$ cat src/verilog/hlt_pkg.sv
// Constants for the hardware-limit timer and timebase selector
package hlt_pkg;
  localparam logic [7:0] HLT_OFS_CTRL   = 8'h00; // control: sync, polarity, mode
  localparam logic [7:0] HLT_OFS_EN     = 8'h04; // bit 0 enable
  localparam logic [7:0] HLT_OFS_PERIOD = 8'h08; // period value
  localparam logic [7:0] HLT_OFS_COUNT  = 8'h0c; // count value (read only)
  localparam logic [7:0] HLT_OFS_PRESC  = 8'h10; // prescale select, low 2 bits
  localparam logic [7:0] HLT_OFS_SEL    = 8'h14; // timebase select
  localparam logic [7:0] HLT_OFS_STAT   = 8'h18; // running, gated
  localparam int HLT_BIT_PRESCALER_OUT_SYNC = 7;
  localparam int HLT_BIT_CLOCK_EDGE_POLARITY  = 6;
  localparam int HLT_BIT_ENABLE_SYNC_TO_CLOCK = 5;
  localparam logic [4:0] HLT_MODE_SW     = 5'h00;
  localparam logic [4:0] HLT_MODE_GATE_H = 5'h01; // halt while gate high
  localparam logic [4:0] HLT_MODE_GATE_L = 5'h02; // halt while gate low
  localparam logic [7:0] HLT_CTRL_RST   = 8'h00;
  localparam logic [7:0] HLT_PERIOD_RST = 8'hff;
  localparam logic [7:0] HLT_SEL_RST    = 8'h55;
  localparam logic [1:0] HLT_TB_FIRST  = 2'h1;
  localparam logic [1:0] HLT_TB_SECOND = 2'h2;
  localparam logic [1:0] HLT_TB_THIRD  = 2'h3;
  localparam int HLT_ENSYNC_CLKS = 2;
  localparam logic [1:0] HLT_RESP_OKAY   = 2'h0;
  localparam logic [1:0] HLT_RESP_SLVERR = 2'h2;
endpackage

$ cat src/verilog/hlt_timer.sv
// Gated period timer with timebase routing for capture/compare and PWM
//
// Contract
// - Hardware gate modes act like software mode plus external gate pause.
// - Mode 00001 halts while gate high; mode 00010 halts while low.
// - Gate pauses stretch PWM period, and high time when paused high.
// - With prescaler-sync set, count reads are never torn.
// - Polarity bit 1 counts falling input edges, 0 rising edges.
// - Enable-sync delays counting start by two timer input clocks.
// - Enable 1 starts, 0 halts with count kept.
// - PWM selectors: 11 third, 10 second, 01 first basic timer.
// - Capture selectors choose gated-counter and basic-timer pair; 00 reserved.
//
// The implementer's own choices: the AXI4-Lite slave port and the register offsets.
`timescale 1ns/1ns
`default_nettype none
module hlt_timer
  import hlt_pkg::*;
#(
  parameter int CW = 8                     // counter width
)(
  input  wire logic          aclk,          // system clock, 100 MHz
  input  wire logic          aresetn,       // synchronous reset, active low
  input  wire logic [7:0]    s_axi_awaddr,  // write address
  input  wire logic          s_axi_awvalid, // write address valid
  output logic               s_axi_awready, // write address ready
  input  wire logic [31:0]   s_axi_wdata,   // write data
  input  wire logic [3:0]    s_axi_wstrb,   // write strobes
  input  wire logic          s_axi_wvalid,  // write data valid
  output logic               s_axi_wready,  // write data ready
  output logic [1:0]         s_axi_bresp,   // write response
  output logic               s_axi_bvalid,  // write response valid
  input  wire logic          s_axi_bready,  // write response ready
  input  wire logic [7:0]    s_axi_araddr,  // read address
  input  wire logic          s_axi_arvalid, // read address valid
  output logic               s_axi_arready, // read address ready
  output logic [31:0]        s_axi_rdata,   // read data
  output logic [1:0]         s_axi_rresp,   // read response
  output logic               s_axi_rvalid,  // read data valid
  input  wire logic          s_axi_rready,  // read data ready
  input  wire logic          timer_input_clock,     // timer clock pin
  input  wire logic          ext_gate_reset_signal, // external gate pin
  input  wire logic          sleep_mode,            // device asleep
  input  wire logic [CW-1:0] pwm_duty,              // duty for local PWM
  output logic [CW-1:0]      count_out,             // timebase count
  output logic               period_match,          // count equals period
  output logic               pwm_out,               // PWM from this timebase
  output logic [1:0]         pwm_unit_a_tb,         // 1..3 basic timer
  output logic [1:0]         pwm_unit_b_tb,         // 1..3 basic timer
  output logic [1:0]         capcomp_one_gated_tb,  // 1..3 gated counter
  output logic [1:0]         capcomp_one_pwm_tb,    // 1..3 basic timer
  output logic [1:0]         capcomp_two_gated_tb,  // 1..3 gated counter
  output logic [1:0]         capcomp_two_pwm_tb     // 1..3 basic timer
);
  if (CW < 1 || CW > 32)
    $error("hlt_timer: CW must be 1..32");

  logic [7:0]    ctrl_q;
  logic          en_q;
  logic [CW-1:0] period_q;
  logic [1:0]    presc_q;
  logic [7:0]    sel_q;
  logic [CW-1:0] count_q;
  logic [CW-1:0] count_shadow_q;
  logic [2:0]    clk_sync_q;
  logic [1:0]    gate_sync_q;
  logic          en_sync1_q, en_sync2_q;
  logic [2:0]    pre_cnt_q;
  logic          pre_tick_q;

  // Input pins: two flops; the clock edge stage compares flop two with a third flop
  always_ff @(posedge aclk)
  begin
    if (!aresetn)
    begin
      clk_sync_q  <= 3'h0;
      gate_sync_q <= 2'h0;
    end
    else
    begin
      clk_sync_q  <= {clk_sync_q[1:0], timer_input_clock};
      gate_sync_q <= {gate_sync_q[0], ext_gate_reset_signal};
    end
  end

  wire clk_prev  = clk_sync_q[2];
  wire clk_now   = clk_sync_q[1];
  wire gate_lvl  = gate_sync_q[1];
  wire clock_edge_polarity      = ctrl_q[HLT_BIT_CLOCK_EDGE_POLARITY];
  wire prescaler_out_sync     = ctrl_q[HLT_BIT_PRESCALER_OUT_SYNC];
  wire enable_sync_to_clock     = ctrl_q[HLT_BIT_ENABLE_SYNC_TO_CLOCK];
  wire [4:0] mode = ctrl_q[4:0];
  wire edge_rise = clk_now & ~clk_prev;
  wire edge_fall = ~clk_now & clk_prev;
  wire tclk_edge = clock_edge_polarity ? edge_fall : edge_rise;

  // Enable passes two timer input clocks; cleared while off, never stale
  always_ff @(posedge aclk)
  begin
    if (!aresetn || !en_q)
    begin
      en_sync1_q <= 1'b0;
      en_sync2_q <= 1'b0;
    end
    else if (tclk_edge)
    begin
      en_sync1_q <= en_q;
      en_sync2_q <= en_sync1_q;
    end
  end

  wire en_eff = enable_sync_to_clock ? (en_q & en_sync2_q) : en_q;
  wire gate_halt = (mode == HLT_MODE_GATE_H) ? gate_lvl :
                   (mode == HLT_MODE_GATE_L) ? ~gate_lvl : 1'b0;
  // Sleep stops the synchronised path, since the sync clock is gone then
  wire run = en_eff & ~gate_halt & ~(prescaler_out_sync & sleep_mode);

  // Prescaler 1:1, 1:2, 1:4, 1:8 counting selected edges
  wire [2:0] pre_mask = (3'h1 << presc_q) - 3'h1;
  wire pre_out = tclk_edge && ((pre_cnt_q & pre_mask) == pre_mask);
  always_ff @(posedge aclk)
  begin
    if (!aresetn || !en_q)
      pre_cnt_q <= 3'h0;
    else if (tclk_edge && run)
      pre_cnt_q <= pre_cnt_q + 3'h1;
  end

  // Resync stage adds one aclk of latency when prescaler-sync is set
  always_ff @(posedge aclk)
  begin
    if (!aresetn)
      pre_tick_q <= 1'b0;
    else
      pre_tick_q <= pre_out & run;
  end

  wire count_tick = prescaler_out_sync ? pre_tick_q & en_q : pre_out & run;
  wire match = (count_q == period_q);

  always_ff @(posedge aclk)
  begin
    if (!aresetn)
      count_q <= '0;
    else if (count_tick)
      count_q <= match ? '0 : count_q + 1'b1;
  end

  // Read shadow updated only between ticks, so a read never sees a half step
  always_ff @(posedge aclk)
  begin
    if (!aresetn)
      count_shadow_q <= '0;
    else if (!count_tick)
      count_shadow_q <= count_q;
  end

  // PWM from this timebase; paused counter holds level and stretches both
  always_ff @(posedge aclk)
  begin
    if (!aresetn)
      pwm_out <= 1'b0;
    else
      pwm_out <= (count_q < pwm_duty);
  end

  assign count_out    = count_q;
  assign period_match = match;

  // Timebase routing; reserved code 00 drives 00 meaning no timebase
  assign pwm_unit_b_tb        = sel_q[7:6];
  assign pwm_unit_a_tb        = sel_q[5:4];
  assign capcomp_two_gated_tb = sel_q[3:2];
  assign capcomp_two_pwm_tb   = sel_q[3:2];
  assign capcomp_one_gated_tb = sel_q[1:0];
  assign capcomp_one_pwm_tb   = sel_q[1:0];

  // AXI4-Lite write: take address and data in either order
  logic          aw_hold_q, w_hold_q;
  logic [7:0]    aw_addr_q;
  logic [31:0]   w_data_q;
  logic          w_lane0_q;
  assign s_axi_awready = ~aw_hold_q & ~s_axi_bvalid;
  assign s_axi_wready  = ~w_hold_q & ~s_axi_bvalid;
  wire aw_take = s_axi_awvalid & s_axi_awready;
  wire w_take  = s_axi_wvalid & s_axi_wready;
  wire aw_have = aw_hold_q | aw_take;
  wire w_have  = w_hold_q | w_take;
  wire [7:0]  wr_addr = aw_hold_q ? aw_addr_q : s_axi_awaddr;
  wire [31:0] wr_data = w_hold_q ? w_data_q : s_axi_wdata;
  wire        wr_lane = w_hold_q ? w_lane0_q : s_axi_wstrb[0];
  wire do_wr = aw_have & w_have & ~s_axi_bvalid;
  wire wr_ok = (wr_addr == HLT_OFS_CTRL) | (wr_addr == HLT_OFS_EN) |
               (wr_addr == HLT_OFS_PERIOD) | (wr_addr == HLT_OFS_PRESC) |
               (wr_addr == HLT_OFS_SEL) | (wr_addr == HLT_OFS_COUNT) |
               (wr_addr == HLT_OFS_STAT);
  wire wr_en = do_wr & wr_lane;

  always_ff @(posedge aclk)
  begin
    if (!aresetn)
    begin
      aw_hold_q    <= 1'b0;
      w_hold_q     <= 1'b0;
      aw_addr_q    <= 8'h00;
      w_data_q     <= 32'h0;
      w_lane0_q    <= 1'b0;
      s_axi_bvalid <= 1'b0;
      s_axi_bresp  <= HLT_RESP_OKAY;
    end
    else
    begin
      if (aw_take)
        aw_addr_q <= s_axi_awaddr;
      if (w_take)
      begin
        w_data_q  <= s_axi_wdata;
        w_lane0_q <= s_axi_wstrb[0];
      end
      aw_hold_q <= do_wr ? 1'b0 : aw_have;
      w_hold_q  <= do_wr ? 1'b0 : w_have;
      if (do_wr)
      begin
        s_axi_bvalid <= 1'b1;
        s_axi_bresp  <= wr_ok ? HLT_RESP_OKAY : HLT_RESP_SLVERR;
      end
      else if (s_axi_bready)
        s_axi_bvalid <= 1'b0;
    end
  end

  // Register writes, gated by the lane 0 strobe; only a period wider than 8 bits takes data above lane 0
  always_ff @(posedge aclk)
  begin
    if (!aresetn)
    begin
      ctrl_q   <= HLT_CTRL_RST;
      en_q     <= 1'b0;
      period_q <= CW'(HLT_PERIOD_RST);
      presc_q  <= 2'h0;
      sel_q    <= HLT_SEL_RST;
    end
    else if (wr_en)
    begin
      if (wr_addr == HLT_OFS_CTRL)
        ctrl_q <= wr_data[7:0];
      if (wr_addr == HLT_OFS_EN)
        en_q <= wr_data[0];
      if (wr_addr == HLT_OFS_PERIOD)
        period_q <= wr_data[CW-1:0];
      if (wr_addr == HLT_OFS_PRESC)
        presc_q <= wr_data[1:0];
      if (wr_addr == HLT_OFS_SEL)
        sel_q <= wr_data[7:0];
    end
  end

  // AXI4-Lite read, one cycle after address taken
  assign s_axi_arready = ~s_axi_rvalid;
  wire ar_take = s_axi_arvalid & s_axi_arready;
  wire [31:0] count_rd = 32'(prescaler_out_sync ? count_shadow_q : count_q);
  logic [31:0] rd_mux;
  logic        rd_ok;
  always_comb
  begin
    rd_ok  = 1'b1;
    rd_mux = 32'h0;
    case (s_axi_araddr)
      HLT_OFS_CTRL:   rd_mux = {24'h0, ctrl_q};
      HLT_OFS_EN:     rd_mux = {31'h0, en_q};
      HLT_OFS_PERIOD: rd_mux = 32'(period_q);
      HLT_OFS_COUNT:  rd_mux = count_rd;
      HLT_OFS_PRESC:  rd_mux = {30'h0, presc_q};
      HLT_OFS_SEL:    rd_mux = {24'h0, sel_q};
      HLT_OFS_STAT:   rd_mux = {30'h0, gate_halt, run};
      default:        rd_ok  = 1'b0;
    endcase
  end

  always_ff @(posedge aclk)
  begin
    if (!aresetn)
    begin
      s_axi_rvalid <= 1'b0;
      s_axi_rdata  <= 32'h0;
      s_axi_rresp  <= HLT_RESP_OKAY;
    end
    else if (ar_take)
    begin
      s_axi_rvalid <= 1'b1;
      s_axi_rdata  <= rd_mux;
      s_axi_rresp  <= rd_ok ? HLT_RESP_OKAY : HLT_RESP_SLVERR;
    end
    else if (s_axi_rready)
      s_axi_rvalid <= 1'b0;
  end
endmodule
`default_nettype wire

$ cat config.mk
export PLATFORM = sky130hd
export DESIGN_NAME = hlt_timer
export DESIGN_NICKNAME = d
export VERILOG_FILES = /design/src/verilog/hlt_pkg.sv /design/src/verilog/hlt_timer.sv
export SDC_FILE = /design/constraint.sdc
export NUM_CORES = 1
export LEC_CHECK = 0
export ABC_CLOCK_PERIOD_IN_PS = 2800
export BUFFER_PORTS_ARGS = -buffer_cell sky130_fd_sc_hd__buf_4
export CORE_MARGIN = 2
export CORE_UTILIZATION = 35
export DETAILED_ROUTE_END_ITERATION = 8
export PLACE_DENSITY_LB_ADDON = 0.12
export SKIP_LAST_GASP = 1
export SLEW_MARGIN = 20
export SYNTH_ARGS = -nofsm -noshare
export SYNTH_HDL_FRONTEND = slang
export SYNTH_SLANG_ARGS = --single-unit
$ cat constraint.sdc
create_clock -name aclk -period 2.8 [get_ports aclk]
set_input_delay 0.42 -clock aclk [delete_from_list [all_inputs] [get_ports aclk]]
set_output_delay 0.42 -clock aclk [all_outputs]
set_load 0.02 [all_outputs]
==> run metrics, run 1 <==
Post-Syn Instances=495; unrepaired setup endpoints after global routing=no; Arrival @ worst endpoint=approximately 2.7 ns; status=finished, final reports clean; setup ws final=0.377 ns; CTS max path bufs=2; Post-DP HPWL=7990 um; Die X=117 um; first-pass GRT wire length=~17,000 um; Routed Antenna Nets=0; CTS sink cnt=86; Yosys top cell by area=dfxtp_1; Ports=133; post_cts resized=0; Clock Pin Slew Worst Setup and Hold Paths=0.06 ns; Post-synth EDFFs=0; vias=3,580; Hold Buf Count CTS=0; Final setup viols=0; Layout Skew=roughly 0.005 ns; initial antenna violation count=0; vias in the first global route=3,365; CTS Buf Count=9; gr usage total=16.4%; Storage cell area=1720 um^2; Post-Synth Adder-Cell Area=2.52%; DR vias/cell=roughly 4.8; fraction of layout cells with a size suffix above 1=24.5%; dpl ws=0.311 ns; drt wl/cell=14.4 um; CTS tree=yes; origin of the critical flop-to-flop path=ctrl_q[1]; YS warnings=0; top-count cell post-synth=dfxtp_1; PwrDens=515 nW/um^2; Tmin final=2.42 ns; Pins Over Slew Limit=0; post-synthesis compound-gate area fraction=18.4%; Clock Latency Late Sink=~0.34 ns; Starting Density=between 30% and 40%; IO Port Bufs=79; Layout area overhead=21.9%; critical path class=flip-flop to flip-flop; post-synthesis mux area share=10.1%; Post-Syn Area=4470 um^2; setup TNS=0 ns; Tightest Hold Check Type=input pin to flip-flop; Synth area leaders=dfxtp_1 (39%), mux2i_1 (6.3%), nand2_1 (5.8%); Post-CTS Setup Inserts=0; ys async rst share=0%; library cells used by synthesis=56; kind of end point of the critical path=flip-flop; post-route insts no fill=747; top cell type's share of synthesized area=38.6%; hold path startpoint=ext_gate_reset_signal; DRT Pass-1 Iters=4; #FFs+latches synth=86; Synth Flop Type=dfxtp_1; main combinational cell family by area after synthesis=simple AND/OR/NAND/NOR gates; initial DRC count=144; Core ar.=around 13,000 um^2; critical path launch point=ctrl_q[1]; largest net degree at the start of global routing=53; Post-Place Cells=731; fraction of the mapped netlist area in simple logic gates=19.9%; Peak VDD IR=0.250 mV; Remaining Overflow, GRT=0; worst-path fanout max=9; Slew Limit Headroom=60.2%; number of remaining DRC errors=0; die area=13,700 um^2; WHS=about 0.28 ns; sequential area share after synthesis=38.6%; CTS H-tree lvls=3; CTS Root Cell=clkbuf_16; Post-Synth XOR/XNOR Area=under 10%; FP Rows=between 40 and 50; Routability Congestion=0.782; synthesized area per cell=9.02 um^2; antenna diode count=0; filler cell count=roughly 1,300; most frequent cells after synthesis=dfxtp_1 (86), nand2_1 (69), buf_4 (31); Critical Path RT=3.02 ns; leakage=between 2 and 2.5 nW; final wirelength=between 10,000 and 15,000 um; Max Clk Rate=between 400 and 500 MHz; Setup crit start kind=flip-flop; Die H=between 100 and 150 um; NumNets Final=649; final period utilization=86.6%; number of max-cap violations=0; Worst Tran Pin Value=0.596 ns; fin util=43.5%; Final Hold Fails=0; multi-input logic area=2460 um^2
where the power goes:
group          total [mW]  internal [mW]  switching, mW  leakage [nW]
Sequential           1.28           1.26         0.0241         0.698
Clock                1.22          0.739          0.482         0.146
Combinational       0.304          0.124          0.180          1.44
critical path, stage by stage, from the launching register on:
cell and delay (ns):
dfxtp_1 0.36, or3b_1 0.41, a2111oi_4 0.47, nor3b_2 0.18, a31oi_4 0.42, or2_1 0.33, o22ai_1 0.14
area by class of cell:
cell class / instances / area share (%)
sequential: 86 / 31.6
clock inverter: 3 / 0.781
clock buffer: 13 / 4.78
inverter: 13 / 0.896
tap: 172 / 3.95
timing repair buffer: 93 / 12.8
multi-input combinational: 367 / 45.2
placed cells by master (no fill, tap or decap), types with 3 or more instances in the layout:
master / Yosys / routed
ha_1: 9 / 9
clkbuf_16: 0 / 9
a21oi_1: 7 / 7
nand3_1: 5 / 5
conb_1: 1 / 26
nor2_1: 29 / 29
nor3_1: 6 / 6
o22ai_2: 3 / 3
a31oi_1: 4 / 4
nand2b_1: 6 / 6
o211a_1: 10 / 10
mux2i_1: 28 / 28
mux2_2: 13 / 13
and3_1: 9 / 9
nor2b_1: 14 / 14
inv_1: 13 / 13
a22oi_1: 15 / 15
o21ai_0: 10 / 10
buf_4: 31 / 93
a21boi_2: 4 / 4
dfxtp_1: 86 / 86
and2_1: 13 / 13
nand3b_1: 7 / 7
o21ai_1: 3 / 3
o211ai_1: 3 / 3
a21boi_0: 18 / 18
xor2_1: 9 / 9
o22ai_1: 8 / 8
a22o_1: 8 / 8
nand2_1: 69 / 69
metrics by stage:
stage / cell area (um^2) / power [mW]
2_1_floorplan: 4560 / 1.52
3_3_place_gp: 5140 / 1.61
3_5_place_dp: 5140 / 1.61
4_1_cts: 5450 / 2.85
5_1_grt: 5450 / 2.92
6_report: 5450 / 2.81
final timing paths:
kind	endpoint	slack [ns]	cells after the start
worst min-delay path	gate_sync_q[0]	0.28	2
worst max-delay path	count_out[6]	0.38	6
worst max register to register	count_out[6]	0.38	6
worst min register to register	gate_sync_q[1]	0.43	1
state kept, by name, summed over array words and instances, names as in the netlist, 3 cells and up:
| signal | count |
|---|---|
| count_out | 8 |
| ctrl_q | 8 |
| sel_q | 8 |
| clk_sync_q | 3 |
| count_shadow_q | 8 |
| period_q | 8 |
| w_data_q | 8 |
| aw_addr_q | 8 |
| pre_cnt_q | 3 |
| s_axi_rdata | 8 |
layer usage:
| metal | global-route usage [%] | vias up | part of all wire, % |
|---|---|---|---|
| li1 | - | 1826 | - |
| met1 | 20.8 | 1673 | 46 |
| met2 | 27.0 | 69 | 48 |
| met3 | 4.27 | 12 | 4.5 |
| met4 | 6.35 | 0 | 1.3 |
| met5 | 0 | - | 0 |
logic make-up (layout without fill, tap and decap cells):
| kind of cell | count (synthesis) | count (layout) |
|---|---|---|
| xor+xnor | 10 | 10 |
| other cells | 1 | 26 |
| fa+ha+maj | 9 | 9 |
| buf+inv | 67 | 122 |
| compound gates | 104 | 104 |
| simple gates | 176 | 176 |
| mux | 42 | 42 |
| flops | 86 | 86 |
Note: power is estimated with default switching activity, not from simulation.
==> run 2: changes to the inputs <==
==> constraint.sdc (replaced) <==
create_clock -name aclk -period 2.8 [get_ports aclk]
set_input_delay 0.14 -clock aclk [delete_from_list [all_inputs] [get_ports aclk]]
set_output_delay 0.14 -clock aclk [all_outputs]
set_load 0.02 [all_outputs]
==> run metrics, run 2 (same netlist as run 1, synthesis figures left out) <==
drt wl/cell=14.1 um (was 14.4 um); DRT Pass-1 Iters=4 (unchanged); Top Layer Used=met4 (unchanged); CTS Buf Count=9 (unchanged); Starting Density=35.7% (unchanged); post_cts resized=0 (unchanged); first-pass GRT wire length=16,700 um (was 17,200 um); met1 wire length=4850 um (was 4980 um); Post-DP HPWL=7930 um (was 7990 um); Critical Path RT=3.01 ns (was 3.02 ns); leakage=2.28 nW (about the same); Hold Buf Count CTS=0 (unchanged); Worst Tran Pin Value=0.528 ns (was 0.596 ns); Post-Place Cells=730 (was 731); Clock Pin Slew Worst Setup and Hold Paths=0.06 ns (about the same); IO Port Bufs=79 (unchanged); CTS Root Cell=clkbuf_16 (unchanged); die area=13,700 um^2 (unchanged); post-route insts no fill=747 (unchanged); Pins Over Slew Limit=0 (unchanged); DR vias/cell=4.78 (was 4.79); CTS H-tree lvls=3 (unchanged); metal2 WL=5210 um (was 5160 um); Final Hold Fails=0 (unchanged); Layout area overhead=21.8% (was 21.9%); Final setup viols=0 (unchanged); Routed Antenna Nets=0 (unchanged); Layout Skew=0.00404 ns (was 0.00486 ns); Tmin final=2.42 ns (about the same); status=finished, final reports clean (unchanged); CTS tree=yes (unchanged); fraction of layout cells with a size suffix above 1=24.3% (was 24.5%); fin area=5440 um^2 (was 5450 um^2); met3 wire len=352 um (was 484 um); most common cell after layout, fill and taps aside=buf_4 (unchanged); Die H=117 um (unchanged); Max Clk Rate=414 MHz (was 413 MHz); worst-path fanout max=9 (unchanged); critical path class=flip-flop to flip-flop (unchanged); initial DRC count=140 (was 144); Remaining Overflow, GRT=0 (unchanged); initial antenna violation count=0 (unchanged); gr usage total=15.8% (was 16.4%); setup ws final=0.382 ns (was 0.377 ns); Core ar.=12,500 um^2 (unchanged); setup TNS=0 ns (unchanged); Tightest Hold Check Type=input pin to flip-flop (unchanged); Die X=117 um (unchanged); number of remaining DRC errors=0 (unchanged); FP Rows=41 (unchanged); CTS max path bufs=2 (unchanged); placed inst area=5130 um^2 (was 5140 um^2); number of max-cap violations=0 (unchanged); vias in the first global route=3,300 (was 3,365); antenna diode count=0 (unchanged); largest net degree at the start of global routing=44 (was 53); NumNets Final=649 (unchanged); most frequent cells in the layout=buf_4 (92), dfxtp_1 (86), nand2_1 (69) (was buf_4 (93), dfxtp_1 (86), nand2_1 (69)); Routability Congestion=0.766 (was 0.782); Peak VDD IR=0.268 mV (was 0.250 mV); kind of end point of the critical path=flip-flop (unchanged); Arrival @ worst endpoint=2.63 ns (was 2.65 ns); CTS sink cnt=86 (unchanged); final period utilization=86.3% (was 86.6%); fin util=43.4% (was 43.5%); unrepaired setup endpoints after global routing=no (unchanged); vias=3,574 (was 3,580); Slew Limit Headroom=64.6% (was 60.2%); Setup crit start kind=flip-flop (unchanged); PwrDens=508 nW/um^2 (was 515 nW/um^2); Ports=133 (unchanged); final wirelength=10,600 um (was 10,800 um); Clock Latency Late Sink=0.33 ns (was 0.34 ns); dpl ws=0.402 ns (was 0.311 ns); Post-CTS Setup Inserts=0 (unchanged)
==> run 2: cell types whose count changed in the layout (fill, tap and decap cells not counted) <==
cell	previous run	this run
buf_4	93	92
clkinv_4	0	2
dlygate4sd3_1	0	1
clkbuf_8	2	0
==> run 2: cell type report <==
type	instances	area (um^2)
Clock inverter	5	60.1
Timing Repair Buffer	93	701
Tap cell	172	215
Inverter	13	48.8
Clock buffer	11	233
Fill cell	1266	7080
Multi-Input combinational cell	367	2460
Sequential cell	86	1720
==> run 2: where the power goes <==
part           switching, mW  internal, mW
combinational          0.180         0.125
sequential            0.0241          1.26
clock                  0.484         0.693
total                  0.688          2.07
==> run 2: final timing paths <==
check,from,endpoint,slack [ns],cells after the start
setup / recovery,ctrl_q[0],count_out[6],0.38,6
hold / removal,ext_gate_reset_signal,gate_sync_q[0],0.01,2
setup reg to reg,ctrl_q[0],count_out[6],0.38,6
hold reg to reg,gate_sync_q[0],gate_sync_q[1],0.43,1
==> run 2: through the flow <==
step / hold slack, ns / power (mW)
finish: 0.0134 / 2.76
global route: 0.000261 / 2.88
CTS: 0.00105 / 2.81
detailed placement: 0.354 / 1.62
global placement: 0.348 / 1.61
floorplan: 0.267 / 1.52
==> run 2: routing by layer <==
| metal | vias up | track usage, % |
|---|---|---|
| met1 | 1656 | 19.9 |
| met3 | 11 | 3.30 |
| met4 | 0 | 5.33 |
| met2 | 72 | 27.0 |
| met5 | - | 0 |
| li1 | 1835 | - |
==> run 2: critical path, cell delays in order (launching register included) <==
cell       delay [ns]
dfxtp_1          0.33
or3b_1           0.43
a2111oi_4        0.46
nor3b_2          0.18
a31oi_4          0.42
or2_1            0.34
o22ai_1          0.13
==> run 3: changes to the inputs <==
--- a/config.mk
+++ b/config.mk
@@ -5,6 +5,7 @@
 export SDC_FILE = /design/constraint.sdc
 export NUM_CORES = 1
 export LEC_CHECK = 0
+export ABC_AREA = 1
 export ABC_CLOCK_PERIOD_IN_PS = 2800
 export BUFFER_PORTS_ARGS = -buffer_cell sky130_fd_sc_hd__buf_4
 export CORE_MARGIN = 2
==> run metrics, run 3 <==
CTS Buf Count=9 (unchanged); CTS Root Cell=clkbuf_16 (unchanged); drt wl/cell=12.5 um (was 14.1 um); end point of the critical path=sel_q[3] (was count_out[6]); critical path class=flip-flop to flip-flop (unchanged); Worst path depth=10 (was 6); Arrival @ worst endpoint=2.48 ns (was 2.63 ns); status=finished, final reports clean (unchanged); YS warnings=0 (unchanged); Layout area overhead=19.7% (was 21.8%); top cell type's share of synthesized area=37.6% (was 38.6%); Peak VDD IR=0.310 mV (was 0.268 mV); IO Port Bufs=79 (unchanged); Tightest Hold Check Type=input pin to flip-flop (unchanged); cell repeated most along the worst path=nand2_1; CP Cell Sequence=nor2_2 -> nand2_1 -> nand2_2 -> nand3b_4 -> nor2_8 -> nand2_2 -> nor2_2 -> nand2_1 -> nand2_1 -> nor2_1 (was or3b_1 -> a2111oi_4 -> nor3b_2 -> a31oi_4 -> or2_1 -> o22ai_1); FP Rows=41 (unchanged); Final setup viols=0 (unchanged); WHS=0.0415 ns (was 0.0134 ns); Slew Limit Headroom=45.7% (was 64.6%); Tmin final=2.24 ns (was 2.42 ns); reg2reg end=sel_q[3] (was count_out[6]); Clock Pin Slew Worst Setup and Hold Paths=0.06 ns (about the same); Setup crit start kind=flip-flop (unchanged); Post-Syn Area=4580 um^2 (was 4470 um^2); Ports=133 (unchanged); vias in the first global route=3,899 (was 3,300); Max Clk Rate=446 MHz (was 414 MHz); fin util=43.2% (was 43.4%); Worst R2R Setup Slack=0.56 ns (was 0.38 ns); delay-heaviest family, CP=simple AND/OR/NAND/NOR gates (was compound AO/OA/AOI/OAI gates); dpl ws=0.547 ns (was 0.402 ns); Routed Antenna Nets=0 (unchanged); die area=14,000 um^2 (was 13,700 um^2); Post-Syn Instances=681 (was 495); leakage=2.49 nW (was 2.28 nW); gr usage total=16.9% (was 15.8%); Post-synth EDFFs=0 (unchanged); Synth area leaders=dfxtp_1 (38%), nand2_1 (13%), nor2_1 (8.9%) (was dfxtp_1 (39%), mux2i_1 (6.3%), nand2_1 (5.8%)); Tot Pwr=3.00 mW (was 2.76 mW); FF-to-FF path depth=10 (was 6); most frequent cells after synthesis=nand2_1 (161), nor2_1 (109), dfxtp_1 (86) (was dfxtp_1 (86), nand2_1 (69), buf_4 (31)); setup ws final=0.556 ns (was 0.382 ns); Worst Path Buf+Inv=0 (unchanged); sequential area share after synthesis=37.6% (was 38.6%); Yosys top cell by area=dfxtp_1 (unchanged); initial DRC count=239 (was 140); antenna diode count=0 (unchanged); first-pass GRT wire length=18,900 um (was 16,700 um); DR vias/cell=4.56 (was 4.78); most common cell after layout, fill and taps aside=nand2_1 (was buf_4); Die X=118 um (was 117 um); NumNets Final=829 (was 649); top-count cell post-synth=nand2_1 (was dfxtp_1); kind of end point of the critical path=flip-flop (unchanged); origin of the critical flop-to-flop path=w_hold_q (was ctrl_q[0]); CTS sink cnt=86 (unchanged); synthesized area per cell=6.72 um^2 (was 9.02 um^2); final wirelength=11,600 um (was 10,600 um); Final Hold Fails=0 (unchanged); Core ar.=12,700 um^2 (was 12,500 um^2); final period utilization=80.2% (was 86.3%); number of remaining DRC errors=0 (unchanged); Remaining Overflow, GRT=0 (unchanged); Die H=118 um (was 117 um); slowest CP cell=dfxtp_1 (was a2111oi_4); critical path launch point=w_hold_q (was ctrl_q[0]); setup TNS=0 ns (unchanged); Starting Density=36.1% (was 35.7%); CTS max path bufs=2 (unchanged); most frequent cells in the layout=nand2_1 (161), nor2_1 (109), dfxtp_1 (86) (was buf_4 (92), dfxtp_1 (86), nand2_1 (69)); #FFs+latches synth=86 (unchanged); Routability Congestion=0.873 (was 0.766); vias=4,230 (was 3,574); unrepaired setup endpoints after global routing=no (unchanged); DRT Pass-1 Iters=5 (was 4); Clock Latency Late Sink=0.34 ns (was 0.33 ns); Max stage delay on crit path=0.45 ns (was 0.46 ns); Worst Tran Pin Value=0.810 ns (was 0.528 ns); largest net degree at the start of global routing=56 (was 44); post_cts resized=0 (unchanged); CTS tree=yes (unchanged); Post-DP HPWL=8570 um (was 7930 um); Synth Flop Type=dfxtp_1 (unchanged); library cells used by synthesis=35 (was 56); number of max-cap violations=0 (unchanged); ys async rst share=0% (unchanged); Layout Skew=0.00579 ns (was 0.00404 ns); CTS H-tree lvls=3 (unchanged); filler cell count=1,350 (was 1,266); initial antenna violation count=0 (unchanged); PwrDens=547 nW/um^2 (was 508 nW/um^2); worst-path fanout max=14 (was 9); Pins Over Slew Limit=0 (unchanged); Critical Path RT=3.04 ns (was 3.01 ns); fraction of layout cells with a size suffix above 1=15.2% (was 24.3%)
-- run 3: worst min-delay path by stage --
stage                     cells past startpoint                   from  slack, ns        endpoint
after global routing                          4           s_axi_bready       0.05    s_axi_bvalid
after detailed placement                      3  ext_gate_reset_signal       0.33  gate_sync_q[0]
after floorplan                               2      timer_input_clock       0.24   clk_sync_q[0]
final                                         4           s_axi_bready       0.04    s_axi_bvalid
after global placement                        3  ext_gate_reset_signal       0.32  gate_sync_q[0]
after CTS                                     4           s_axi_bready       0.04    s_axi_bvalid
-- run 3: timing repair --
item,4_1_cts,5_1_grt
setup buffers,0,0
hold endpoints to repair,2,0
hold buffers,2,0
-- run 3: cell families after synthesis --
group	share of synthesized area (%)
AOI/OAI and AO/OA	10.7
xor gates and xnor gates	2.11
DFF	37.6
adders and majority gates	2.46
buffers and inverters	12.7
other	0.0820
muxes	0.656
and+or+nand+nor	33.6
-- run 3: cell type report --
class                      instances  area [um^2]  area share, %
clock buffer                      10          229           4.18
clock inverter                     6         62.6           1.14
inverter                          68          255           4.66
multi-input combinational        502         2370           43.2
sequential                        86         1720           31.4
tap                              172          215           3.93
timing repair buffer              83          628           11.5
-- run 3: tightest hold or removal path: stages --
cell	delay [ns]
buf_4	0.07
inv_1	0.03
nand2_1	0.04
a21oi_1	0.05
-- run 3: layer usage --
layer / wire (um) / share of wire, % / global-route usage, %
met4: 155 / 1.3 / 6.10
met5: 0 / 0 / 0
met1: 5600 / 48 / 21.9
met2: 5270 / 45 / 28.0
met3: 551 / 4.8 / 2.90
-- run 3: stage by stage --
step | cell area [um^2] | std cells
global placement | 5170 | 909
global route | 5480 | 927
CTS | 5480 | 927
floorplan | 4670 | 706
finish | 5480 | 927
detailed placement | 5170 | 909
-- run 3: report_power, final --
| group | leakage, nW | total (mW) | switching, mW | internal (mW) |
|---|---|---|---|---|
| Sequential | 0.700 | 1.33 | 0.0475 | 1.28 |
| Combinational | 1.66 | 0.472 | 0.302 | 0.169 |
| Clock | 0.134 | 1.20 | 0.508 | 0.688 |
| Total | 2.49 | 3.00 | 0.858 | 2.14 |
